**config.mk**
```make
export PLATFORM = sky130hd
export DESIGN_NAME = wii_interlock
export DESIGN_NICKNAME = d
export VERILOG_FILES = /design/src/rtl/wii_pkg.sv /design/src/rtl/wii_interlock.sv /design/src/rtl/wii_debounce.sv
export VERILOG_INCLUDE_DIRS = /design/src /design/src/rtl
export SDC_FILE = /design/constraint.sdc
export NUM_CORES = 1
export LEC_CHECK = 0
export ABC_AREA = 1
export BUFFER_PORTS_ARGS = -buffer_cell sky130_fd_sc_hd__buf_2
export CAP_MARGIN = 30
export CORE_MARGIN = 4
export CORE_UTILIZATION = 44
export CTS_BUF_LIST = sky130_fd_sc_hd__clkbuf_8
export CTS_CLUSTER_SIZE = 40
export DETAILED_ROUTE_END_ITERATION = 10
export PLACE_DENSITY = 0.59
export SYNTH_ARGS = -nofsm -noshare
export SYNTH_HDL_FRONTEND = slang
export SYNTH_HIERARCHICAL = 1
export SYNTH_SLANG_ARGS = --single-unit
export TNS_END_PERCENT = 5
```
**constraint.sdc**
```tcl
create_clock -name REF_CLK -period 2.8 [get_ports REF_CLK]
set_input_delay 0.56 -clock REF_CLK [delete_from_list [all_inputs] [get_ports REF_CLK]]
set_output_delay 0.56 -clock REF_CLK [all_outputs]
set_load 0.005 [all_outputs]
```
**src/rtl/wii_defs.svh**
```systemverilog
// Register offsets, field positions, reset values and timing figures of the weld interlock.
`ifndef WII_DEFS_SVH
`define WII_DEFS_SVH

// ==========================================================================
// Register byte offsets
`define WII_CTRL_OFS 12'h000
`define WII_TIMES_OFS 12'h004
`define WII_STATUS_OFS 12'h008
`define WII_INT_STAT_OFS 12'h00C
`define WII_INT_MASK_OFS 12'h010

// ==========================================================================
// Control register fields and reset values
`define WII_CTRL_SEL_LSB 0
`define WII_CTRL_REPEAT_BIT 2
`define WII_CTRL_TWO_STAGE_BIT 3
`define WII_CTRL_DISP_LSB 8
`define WII_CTRL_RESET 32'h0000_0100
`define WII_TIMES_RESET 32'h0004_0404
`define WII_SEL_EXTERNAL 2'h1

// ==========================================================================
// Schedule numbers
`define WII_SCHED_SECOND 8'h14
`define WII_SCHED_THIRD 8'h28
`define WII_SCHED_EXT_BASE 8'h01

// ==========================================================================
// Interrupt event bits
`define WII_EV_DONE 0
`define WII_EV_ESTOP 1
`define WII_EV_PRESS_TO 2
`define WII_EV_COOLANT 3
`define WII_EV_REFUSED 4
`define WII_EV_WIDTH 5

// ==========================================================================
// Timing figures and clock rate
`define WII_CLK_HZ 200000000
`define WII_DEBOUNCE_US 1000
`define WII_FLASH_HALF_MS 250
`define WII_PRESS_TIMEOUT_MS 2000

`endif

```
**src/rtl/wii_pkg.sv**
```systemverilog
// Types shared by the weld initiation interlock design.
package wii_pkg;

	// ==========================================================================
	// Sequence states
	typedef enum logic [2:0] {
		SEQ_IDLE,
		SEQ_CLAMP,
		SEQ_PRESS_WAIT,
		SEQ_WELD,
		SEQ_HOLD
	} wii_seq_type;

endpackage : wii_pkg

```
**src/rtl/wii_interlock.sv**
```systemverilog
// Weld initiation and interlock front end with APB register access.
`include "wii_defs.svh"

// What this block does
// - Main pilot runs the displayed schedule
// - Second pilot starts schedule 20
// - Third pilot starts schedule 40
// - External select: pilots two/three point schedule
// - Single-stage start latched until sequence ends
// - Repeat single-stage: restart while contact closed
// - First stage energises valves, no sequence
// - Second stage latched, blocks new starts
// - Repeat two-stage: restart while either closed
// - Pressure open: wait, flash clamp indicator
// - Long pressure wait flashes error, continues
// - Zero weld time skips pressure check
// - Emergency stop halts all, flashes indication
// - No automatic restart after emergency stop
// - Fire only while weld enable closed
// - Any open in stop chain stops
// - Coolant open refuses starts, shows error
module wii_interlock import wii_pkg::*; #(
	parameter int DEBOUNCE_CYCLES = `WII_CLK_HZ / 1000000 * `WII_DEBOUNCE_US,
	parameter int FLASH_CYCLES = `WII_CLK_HZ / 1000 * `WII_FLASH_HALF_MS,
	parameter int PRESS_TIMEOUT_CYCLES = `WII_CLK_HZ / 1000 * `WII_PRESS_TIMEOUT_MS
) (
	input wire logic REF_CLK, // System clock, 200 MHz.
	input wire logic RST, // Synchronous reset, active high.
	input wire logic PSEL, // APB select.
	input wire logic PENABLE, // APB access phase.
	input wire logic PWRITE, // APB write.
	input wire logic [11:0] PADDR, // APB byte address.
	input wire logic [31:0] PWDATA, // APB write data.
	output logic [31:0] PRDATA, // APB read data.
	output logic PREADY, // APB ready.
	output logic PSLVERR, // APB error on unmapped address.
	input wire logic FIRST_STAGE_PILOT_IN_N, // First stage, low when closed.
	input wire logic MAIN_PILOT_IN_N, // Main pilot, low when closed.
	input wire logic SECOND_PILOT_OR_SELECT_LSB_N, // Second pilot or pointer bit 0.
	input wire logic THIRD_PILOT_OR_SELECT_MSB_N, // Third pilot or pointer bit 1.
	input wire logic PRESSURE_OK_IN_N, // Pressure reached, low when closed.
	input wire logic EMERGENCY_STOP_CHAIN_IN_N, // Stop chain, low while intact.
	input wire logic WELD_ENABLE_IN_N, // Weld enable, low when closed.
	input wire logic COOLANT_FLOW_IN_N, // Coolant flowing, low when closed.
	output logic VALVE_ON, // Schedule valves energised.
	output logic WELD_FIRE, // Firing pulses allowed.
	output logic CLAMP_LED, // Clamp interval indicator, flashes on pressure wait.
	output logic ESTOP_FLASH, // Emergency stop indication on both displays.
	output logic PRESSURE_ERR_FLASH, // Pressure error code flashing.
	output logic COOLANT_ERR, // Coolant error code shown.
	output logic [7:0] ACTIVE_SCHED, // Schedule number being run.
	output logic BUSY, // Sequence in progress.
	output logic IRQ // Interrupt, high while unmasked event pending.
);

	// ==========================================================================
	// Input conditioning
	logic [7:0] closed;
	logic fs1_c, main_c, sec_c, third_c, press_c, chain_c, weld_en_c, flow_c;

	// Every contact is debounced before the sequencer sees it.
	wii_debounce #(.WIDTH(8), .COUNT(DEBOUNCE_CYCLES)) u_debounce (
		.clk(REF_CLK),
		.rst(RST),
		.raw_n({COOLANT_FLOW_IN_N, WELD_ENABLE_IN_N, EMERGENCY_STOP_CHAIN_IN_N,
			PRESSURE_OK_IN_N, THIRD_PILOT_OR_SELECT_MSB_N, SECOND_PILOT_OR_SELECT_LSB_N,
			MAIN_PILOT_IN_N, FIRST_STAGE_PILOT_IN_N}),
		.closed(closed)
	);

	assign {flow_c, weld_en_c, chain_c, press_c, third_c, sec_c, main_c, fs1_c} = closed;

	// ==========================================================================
	// Register state
	logic [31:0] ctrl_reg, ctrl_next, times_reg, times_next;
	logic [`WII_EV_WIDTH-1:0] int_stat_reg, int_stat_next, int_mask_reg, int_mask_next;
	logic [31:0] prdata_reg, prdata_next;
	logic pready_reg, pready_next, pslverr_reg, pslverr_next, irq_reg, irq_next;
	logic [`WII_EV_WIDTH-1:0] events;
	logic [31:0] status_word;

	// ==========================================================================
	// Sequencer state
	wii_seq_type state_reg, state_next;
	logic [7:0] cnt_reg, cnt_next;
	logic [31:0] pwait_reg, pwait_next;
	logic [31:0] flash_cnt_reg, flash_cnt_next;
	logic flash_reg, flash_next, armed_reg, armed_next, perr_reg, perr_next;
	logic [7:0] sched_reg, sched_next;
	logic valve_reg, valve_next, fire_reg, fire_next, clamp_led_reg, clamp_led_next;
	logic estop_flash_reg, estop_flash_next, perr_flash_reg, perr_flash_next;
	logic coolant_reg, coolant_next, busy_reg, busy_next;

	// Configuration fields.
	logic [1:0] sel_mode;
	logic repeat_mode, two_stage;
	logic [7:0] disp_sched, pre_weld_clamp_interval_t, weld_t, hold_t;
	logic ext_sel, estop, start_any, start_ok;
	logic [7:0] start_sched;
	logic repeat_hold;

	assign sel_mode = ctrl_reg[`WII_CTRL_SEL_LSB +: 2];
	assign repeat_mode = ctrl_reg[`WII_CTRL_REPEAT_BIT];
	assign two_stage = ctrl_reg[`WII_CTRL_TWO_STAGE_BIT];
	assign disp_sched = ctrl_reg[`WII_CTRL_DISP_LSB +: 8];
	assign pre_weld_clamp_interval_t = times_reg[7:0];
	assign weld_t = times_reg[15:8];
	assign hold_t = times_reg[23:16];
	assign ext_sel = (sel_mode == `WII_SEL_EXTERNAL);
	// A break anywhere in the series chain reads as open.
	assign estop = !chain_c;

	// ==========================================================================
	// Start decode: which input started and which schedule it selects
	always_comb begin
		start_sched = disp_sched;
		if (ext_sel) begin
			start_any = main_c;
			start_sched = `WII_SCHED_EXT_BASE + {6'h00, third_c, sec_c};
		end else begin
			start_any = main_c | sec_c | third_c;
			if (!main_c && sec_c) begin
				start_sched = `WII_SCHED_SECOND;
			end else if (!main_c && third_c) begin
				start_sched = `WII_SCHED_THIRD;
			end
		end
		// Starts need a fresh closure, a running coolant flow and an intact chain.
		start_ok = start_any && armed_reg && flow_c && !estop;
		// Repeat keeps going on the start contact, or on either stage when two-stage.
		repeat_hold = repeat_mode && flow_c && (start_any || (two_stage && fs1_c));
	end

	// ==========================================================================
	// Sequencer next state
	always_comb begin
		state_next = state_reg;
		cnt_next = cnt_reg;
		pwait_next = 32'h0000_0000;
		perr_next = perr_reg;
		sched_next = sched_reg;
		armed_next = armed_reg;
		events = '0;
		flash_cnt_next = flash_cnt_reg + 32'h0000_0001;
		flash_next = flash_reg;
		if (flash_cnt_reg >= 32'(FLASH_CYCLES - 1)) begin
			flash_cnt_next = 32'h0000_0000;
			flash_next = !flash_reg;
		end
		// The latch is rearmed only once every pilot is released.
		if (!start_any && !fs1_c) begin
			armed_next = 1'b1;
		end
		if (state_reg == SEQ_IDLE && start_any && armed_reg && !flow_c) begin
			events[`WII_EV_REFUSED] = 1'b1;
		end
		if (!flow_c) begin
			events[`WII_EV_COOLANT] = 1'b1;
		end
		if (estop) begin
			// Stop wins over everything; a new closure is needed afterwards.
			if (state_reg != SEQ_IDLE) begin
				events[`WII_EV_ESTOP] = 1'b1;
			end
			state_next = SEQ_IDLE;
			armed_next = 1'b0;
			perr_next = 1'b0;
		end else begin
			case (state_reg)
				SEQ_IDLE: begin
					if (start_ok) begin
						state_next = SEQ_CLAMP;
						cnt_next = pre_weld_clamp_interval_t;
						sched_next = start_sched;
						armed_next = 1'b0;
					end
				end
				SEQ_CLAMP: begin
					if (cnt_reg == 8'h00) begin
						if (weld_t == 8'h00 || press_c) begin
							state_next = SEQ_WELD;
							cnt_next = weld_t;
						end else begin
							state_next = SEQ_PRESS_WAIT;
						end
					end else begin
						cnt_next = cnt_reg - 8'h01;
					end
				end
				SEQ_PRESS_WAIT: begin
					pwait_next = pwait_reg + 32'h0000_0001;
					if (press_c) begin
						state_next = SEQ_WELD;
						cnt_next = weld_t;
						pwait_next = 32'h0000_0000;
						perr_next = 1'b0;
					end else if (pwait_reg == 32'(PRESS_TIMEOUT_CYCLES - 1)) begin
						// The error is shown, but the sequence keeps waiting.
						perr_next = 1'b1;
						events[`WII_EV_PRESS_TO] = 1'b1;
					end
				end
				SEQ_WELD: begin
					if (cnt_reg == 8'h00) begin
						state_next = SEQ_HOLD;
						cnt_next = hold_t;
					end else begin
						cnt_next = cnt_reg - 8'h01;
					end
				end
				SEQ_HOLD: begin
					if (cnt_reg == 8'h00) begin
						events[`WII_EV_DONE] = 1'b1;
						if (repeat_hold) begin
							state_next = SEQ_CLAMP;
							cnt_next = pre_weld_clamp_interval_t;
						end else begin
							state_next = SEQ_IDLE;
						end
					end else begin
						cnt_next = cnt_reg - 8'h01;
					end
				end
				default: begin
					state_next = SEQ_IDLE;
				end
			endcase
		end
	end

	// ==========================================================================
	// Output next values, all registered so the pins never glitch
	always_comb begin
		// Idle valves follow the first stage only in two-stage starting.
		valve_next = !estop && ((state_next != SEQ_IDLE) ||
			(two_stage && fs1_c));
		// With the enable contact open the sequence runs without current.
		fire_next = !estop && weld_en_c && (state_next == SEQ_WELD);
		clamp_led_next = (state_next == SEQ_CLAMP) ||
			((state_next == SEQ_PRESS_WAIT) && flash_next);
		estop_flash_next = estop && flash_next;
		perr_flash_next = perr_next && flash_next;
		coolant_next = !flow_c;
		busy_next = (state_next != SEQ_IDLE);
	end

	// Sequencer and output registers.
	always_ff @(posedge REF_CLK) begin
		if (RST) begin
			state_reg <= SEQ_IDLE;
			cnt_reg <= 8'h00;
			pwait_reg <= 32'h0000_0000;
			flash_cnt_reg <= 32'h0000_0000;
			flash_reg <= 1'b0;
			armed_reg <= 1'b0;
			perr_reg <= 1'b0;
			sched_reg <= 8'h00;
			valve_reg <= 1'b0;
			fire_reg <= 1'b0;
			clamp_led_reg <= 1'b0;
			estop_flash_reg <= 1'b0;
			perr_flash_reg <= 1'b0;
			coolant_reg <= 1'b0;
			busy_reg <= 1'b0;
		end else begin
			state_reg <= state_next;
			cnt_reg <= cnt_next;
			pwait_reg <= pwait_next;
			flash_cnt_reg <= flash_cnt_next;
			flash_reg <= flash_next;
			armed_reg <= armed_next;
			perr_reg <= perr_next;
			sched_reg <= sched_next;
			valve_reg <= valve_next;
			fire_reg <= fire_next;
			clamp_led_reg <= clamp_led_next;
			estop_flash_reg <= estop_flash_next;
			perr_flash_reg <= perr_flash_next;
			coolant_reg <= coolant_next;
			busy_reg <= busy_next;
		end
	end

	// ==========================================================================
	// APB slave: one wait state, then the answer from flip-flops
	assign status_word = {8'h00, sched_reg, 8'h00, 1'b0, perr_reg, !flow_c, estop,
		armed_reg, 3'(state_reg)};

	always_comb begin
		ctrl_next = ctrl_reg;
		times_next = times_reg;
		int_mask_next = int_mask_reg;
		prdata_next = 32'h0000_0000;
		pslverr_next = 1'b0;
		pready_next = PSEL && PENABLE && !pready_reg;
		// Hardware sets win over a software clear in the same cycle.
		int_stat_next = int_stat_reg | events;
		if (pready_next) begin
			if (PADDR == `WII_CTRL_OFS) begin
				prdata_next = ctrl_reg;
			end else if (PADDR == `WII_TIMES_OFS) begin
				prdata_next = times_reg;
			end else if (PADDR == `WII_STATUS_OFS) begin
				prdata_next = status_word;
			end else if (PADDR == `WII_INT_STAT_OFS) begin
				prdata_next = {27'h0, int_stat_reg};
			end else if (PADDR == `WII_INT_MASK_OFS) begin
				prdata_next = {27'h0, int_mask_reg};
			end else begin
				pslverr_next = 1'b1;
			end
		end
		// Writes land at the completing edge only.
		if (PSEL && PENABLE && pready_reg && PWRITE) begin
			if (PADDR == `WII_CTRL_OFS) begin
				ctrl_next = PWDATA & 32'h0000_FF0F;
			end else if (PADDR == `WII_TIMES_OFS) begin
				times_next = {8'h00, PWDATA[23:0]};
			end else if (PADDR == `WII_INT_STAT_OFS) begin
				int_stat_next = (int_stat_reg & ~PWDATA[`WII_EV_WIDTH-1:0]) | events;
			end else if (PADDR == `WII_INT_MASK_OFS) begin
				int_mask_next = PWDATA[`WII_EV_WIDTH-1:0];
			end
		end
		irq_next = |(int_stat_next & int_mask_next);
	end

	// Register file flip-flops.
	always_ff @(posedge REF_CLK) begin
		if (RST) begin
			ctrl_reg <= `WII_CTRL_RESET;
			times_reg <= `WII_TIMES_RESET;
			int_stat_reg <= '0;
			int_mask_reg <= '0;
			prdata_reg <= 32'h0000_0000;
			pready_reg <= 1'b0;
			pslverr_reg <= 1'b0;
			irq_reg <= 1'b0;
		end else begin
			ctrl_reg <= ctrl_next;
			times_reg <= times_next;
			int_stat_reg <= int_stat_next;
			int_mask_reg <= int_mask_next;
			prdata_reg <= prdata_next;
			pready_reg <= pready_next;
			pslverr_reg <= pslverr_next;
			irq_reg <= irq_next;
		end
	end

	// ==========================================================================
	// Port drive
	assign PRDATA = prdata_reg;
	assign PREADY = pready_reg;
	assign PSLVERR = pslverr_reg;
	assign VALVE_ON = valve_reg;
	assign WELD_FIRE = fire_reg;
	assign CLAMP_LED = clamp_led_reg;
	assign ESTOP_FLASH = estop_flash_reg;
	assign PRESSURE_ERR_FLASH = perr_flash_reg;
	assign COOLANT_ERR = coolant_reg;
	assign ACTIVE_SCHED = sched_reg;
	assign BUSY = busy_reg;
	assign IRQ = irq_reg;

endmodule : wii_interlock

```
**src/rtl/wii_debounce.sv**
```systemverilog
// Synchroniser and debouncer for the contact-closure inputs.
module wii_debounce #(
	parameter int WIDTH = 8,
	parameter int COUNT = 200000
) (
	input wire logic clk, // System clock.
	input wire logic rst, // Synchronous reset, active high.
	input wire logic [WIDTH-1:0] raw_n, // Contacts, low when shorted to common.
	output logic [WIDTH-1:0] closed // Debounced, high while contact closed.
);

	// ==========================================================================
	// Per-contact synchroniser and stability counter
	genvar gi;
	generate
		for (gi = 0; gi < WIDTH; gi++) begin : g_bit
			logic sync1_reg;
			logic sync2_reg;
			logic out_reg;
			logic out_next;
			logic [31:0] cnt_reg;
			logic [31:0] cnt_next;

			// A new level is accepted only after it has held for COUNT cycles.
			always_comb begin
				out_next = out_reg;
				cnt_next = 32'h0000_0000;
				if (!sync2_reg != out_reg) begin
					if (cnt_reg >= 32'(COUNT - 1)) begin
						out_next = !sync2_reg;
					end else begin
						cnt_next = cnt_reg + 32'h0000_0001;
					end
				end
			end

			// The first stage feeds only the second stage.
			always_ff @(posedge clk) begin
				if (rst) begin
					sync1_reg <= 1'b1;
					sync2_reg <= 1'b1;
					out_reg <= 1'b0;
					cnt_reg <= 32'h0000_0000;
				end else begin
					sync1_reg <= raw_n[gi];
					sync2_reg <= sync1_reg;
					out_reg <= out_next;
					cnt_reg <= cnt_next;
				end
			end

			assign closed[gi] = out_reg;
		end
	endgenerate

endmodule : wii_debounce

```
==> impl_metrics.csv <==
group,metric,value,unit
outcome,status,"complete, no violations",
route,drt_wl_total,38900,microns
hold_path,min_path_type,"in2reg",
worst_setup_path,r2r-end,"VALVE_ON",
clocking,post_cts_resized,0,
worst_setup_path,path_class,"reg2reg",
synthesis,ys_ff_latch,446,
hold_path,min_delay_path_depth,2,
synthesis,yosysSeqAreaShare,47.8,%
clocking,htreeDepth,3,
clocking,path_clk_slew,0.06,ns
floorplanning,fp.coreArea,0.0419,sq mm
clocking,insertion_delay,0.63,ns
layout,drive_above_1_share,14.4,%
worst_setup_path,worst-r2r-cell-count,10,
route,firstDrtPassIters,5,
floorplanning,fp.dieArea,0.0458,sq mm
floorplanning,num_rows,75,
timing,rsz0062_at_grt,"no",
route,vias_per_cell,4.64,
power_and_ir_drop,p_leak,0.00837,uW
grt,grt_pass1_vias,14300,
worst_setup_path,crit_path_top_delay_cell,"a21oi_1",
synthesis,yosysTopAreaCellShare,47.8,%
clocking,cts.sinks,446,
timing,fmax,470,MHz
layout,nets,2660,
synthesis,synth.cell_area,0.0187,sq mm
worst_setup_path,worst-path-max-fanout,8,
worst_setup_path,rrSetupSlack,0.67,ns
floorplanning,fp.dieH,214,microns
route,routedWlPerCell,12.2,microns
synthesis,ys_top_cells_by_area,"dfxtp_1 48%, nor2_1 8.5%, nand2_1 7.5%, inv_1 5.9%, xor2_1 4.6%",
power_and_ir_drop,p_per_area,584,mW/mm^2
timing,fin_worst_skew,0.0284,ns
placement,portBuffers,90,
clocking,cts_buffer_depth,3,
floorplanning,initial_core_util,44.5,%
timing,final-hold-violation-count,0,
floorplanning,num_io_pins,107,
timing,relSlewSlack,37.2,%
flow_run,maxCapViolCount,0,
placement,place_hpwl,28400,microns
timing,whs,0.126,ns
worst_setup_path,crit_path_end_kind,"register",
route,ant_nets,0,
grt,grt_usage,16.9,%
worst_setup_path,cp.arrival,2.66,ns
synthesis,yosysTopAreaCell,"dfxtp_1",
route,routed-via-count,14700,
synthesis,yosys_warnings,6,
worst_setup_path,cp.required,3.33,ns
synthesis,synthDistinctLibCells,54,
clocking,cts_setup_buffers,0,
worst_setup_path,start_kind,"register",
timing,slew_viol_final,0,
clocking,cts_tree,"done",
grt,grt_pass1_wl,65900,microns
route,first_iter_violations,740,
floorplanning,die_x,214,microns
timing,fin_crit_sh,75.9,%
timing,tns,0,ns
placement,place.gp.congestion,0.869,
layout,layout.cells.non_filler,3179,
route,drcViolationCount,0,
timing,tightest_slew,0.941,ns
layout,largest_register_ffs,256,
grt,antenna_found_initial,0,
synthesis,syn_avg_cell_area,7.96,sq um
synthesis,syn_inst,2344,
clocking,hold_buffers,0,
power_and_ir_drop,total_power,12600,uW
worst_setup_path,cp_cell_sequence,"inv_1, ha_1, nand2_2, nor2_4, a21oi_1, nand2_1, o21ai_0, nand3_1, nand2_1, inv_1",
placement,place_inst,3053,
grt,grt_max_degree,37,
power_and_ir_drop,peakVddDrop,0.000328,V
timing,finalCriticalPeriod,2.13,ns
layout,n_antenna_cell,0,
layout,area_delta_synth_final,15.2,%
clocking,cts_buffers,75,
hold_path,hold_end,"u_debounce/g_bit[0].sync1_reg",
grt,gr-total-overflow,0,
clocking,cts_root_buf,"clkbuf_8",
worst_setup_path,crit_path_max_incr_delay,0.46,ns
hold_path,hp-start,"FIRST_STAGE_PILOT_IN_N",
timing,setup_viol,0,
worst_setup_path,r2r_start,"cnt_reg[0]",
[routing by layer]
metal	track usage (%)	share of wire (%)	routed length, microns	vias up
met4	5.30	2.2	854	0
met1	22.3	48	18800	6652
met3	4.04	4.4	1700	75
met2	27.5	45	17600	233
met5	0	0	0	-
li1	-	-	-	7775
[per-stage QoR]
step / cell area (sq um) / setup WS, ns / utilization, %
after floorplan: 19100 / 1.02 / -
after global placement: 20000 / 0.429 / 47.6
after detailed placement: 20000 / 0.400 / 47.6
after CTS: 21500 / 0.698 / 51.3
after global routing: 21500 / 0.483 / 51.3
final: 21500 / 0.674 / 51.3
[how the worst max path moves through the flow]
stage                     start                 to  slack [ns]  cells past startpoint
6_report             cnt_reg[0]           VALVE_ON        0.67                     10
3_5_place_dp          PADDR[11]       times_reg[4]        0.40                     10
3_3_place_gp          PADDR[11]       times_reg[4]        0.43                     10
5_1_grt              cnt_reg[0]           VALVE_ON        0.48                     10
4_1_cts        flash_cnt_reg[0]  flash_cnt_reg[23]        0.70                     12
2_1_floorplan         PADDR[11]       ctrl_reg[14]        1.02                      9
[cell usage after synthesis, drive strengths merged]
library cell	count
dfxtp	446
o2111ai	1
nor3	70
clkinv	4
ha	12
o21ai	86
a21oi	80
o211ai	11
nand3	113
a21boi	6
xor2	98
nand3b	3
conb	2
o22ai	12
clkbuf	12
nand4	58
nor2	480
nor3b	7
and3b	1
buf	41
o221ai	5
a211oi	20
or2	23
nand2	402
a31oi	3
inv	301
xnor2	32
nor4	7
o21bai	3
and3	3
o21a	2
[placed cells by master (no fill, tap or decap), drive strengths merged, types with 12 or more instances in the layout]
cell type / count
nand2: 402
a21oi: 80
ha: 12
xor2: 98
nor3: 70
clkbuf: 89
xnor2: 32
or2: 23
dfxtp: 446
nor2: 480
buf: 99
nand4: 58
a211oi: 20
conb: 126
inv: 320
clkinv: 16
o22ai: 12
o21ai: 86
nand3: 113
[worst max-delay path, delay by kind of cell (launching register included)]
family                   cells  cell delay [ns]
AND/OR/NAND/NOR              5             0.54
buffers and inverters        2             0.12
AO/OA/AOI/OAI                2             0.75
flip-flops                   1             0.36
adder cells (fa/ha/maj)      1             0.25
[report_power, final]
group | total (uW) | internal [uW] | switching [uW]
sequential | 6490 | 6460 | 33.6
combinational | 206 | 68.4 | 138
clock | 5860 | 3280 | 2580
[area by class of cell]
class | instances | area, sq um
Fill cell | 4110 | 20400
Sequential cell | 446 | 8930
Multi-Input combinational cell | 1664 | 8700
Clock buffer | 89 | 1220
Tap cell | 539 | 674
Clock inverter | 37 | 308
Inverter | 305 | 1150
Timing Repair Buffer | 99 | 518
[cell families after synthesis]
kind of cell	Yosys count	share of synthesized area (%)
and+or+nand+nor	1167	30.1
DFF	446	47.8
buffers and inverters	358	8.05
AOI/OAI and AO/OA	229	7.09
xor gates and xnor gates	130	6.10
adders and majority gates	12	0.805
other	2	0.0402
(Power assumes the default switching activity.)
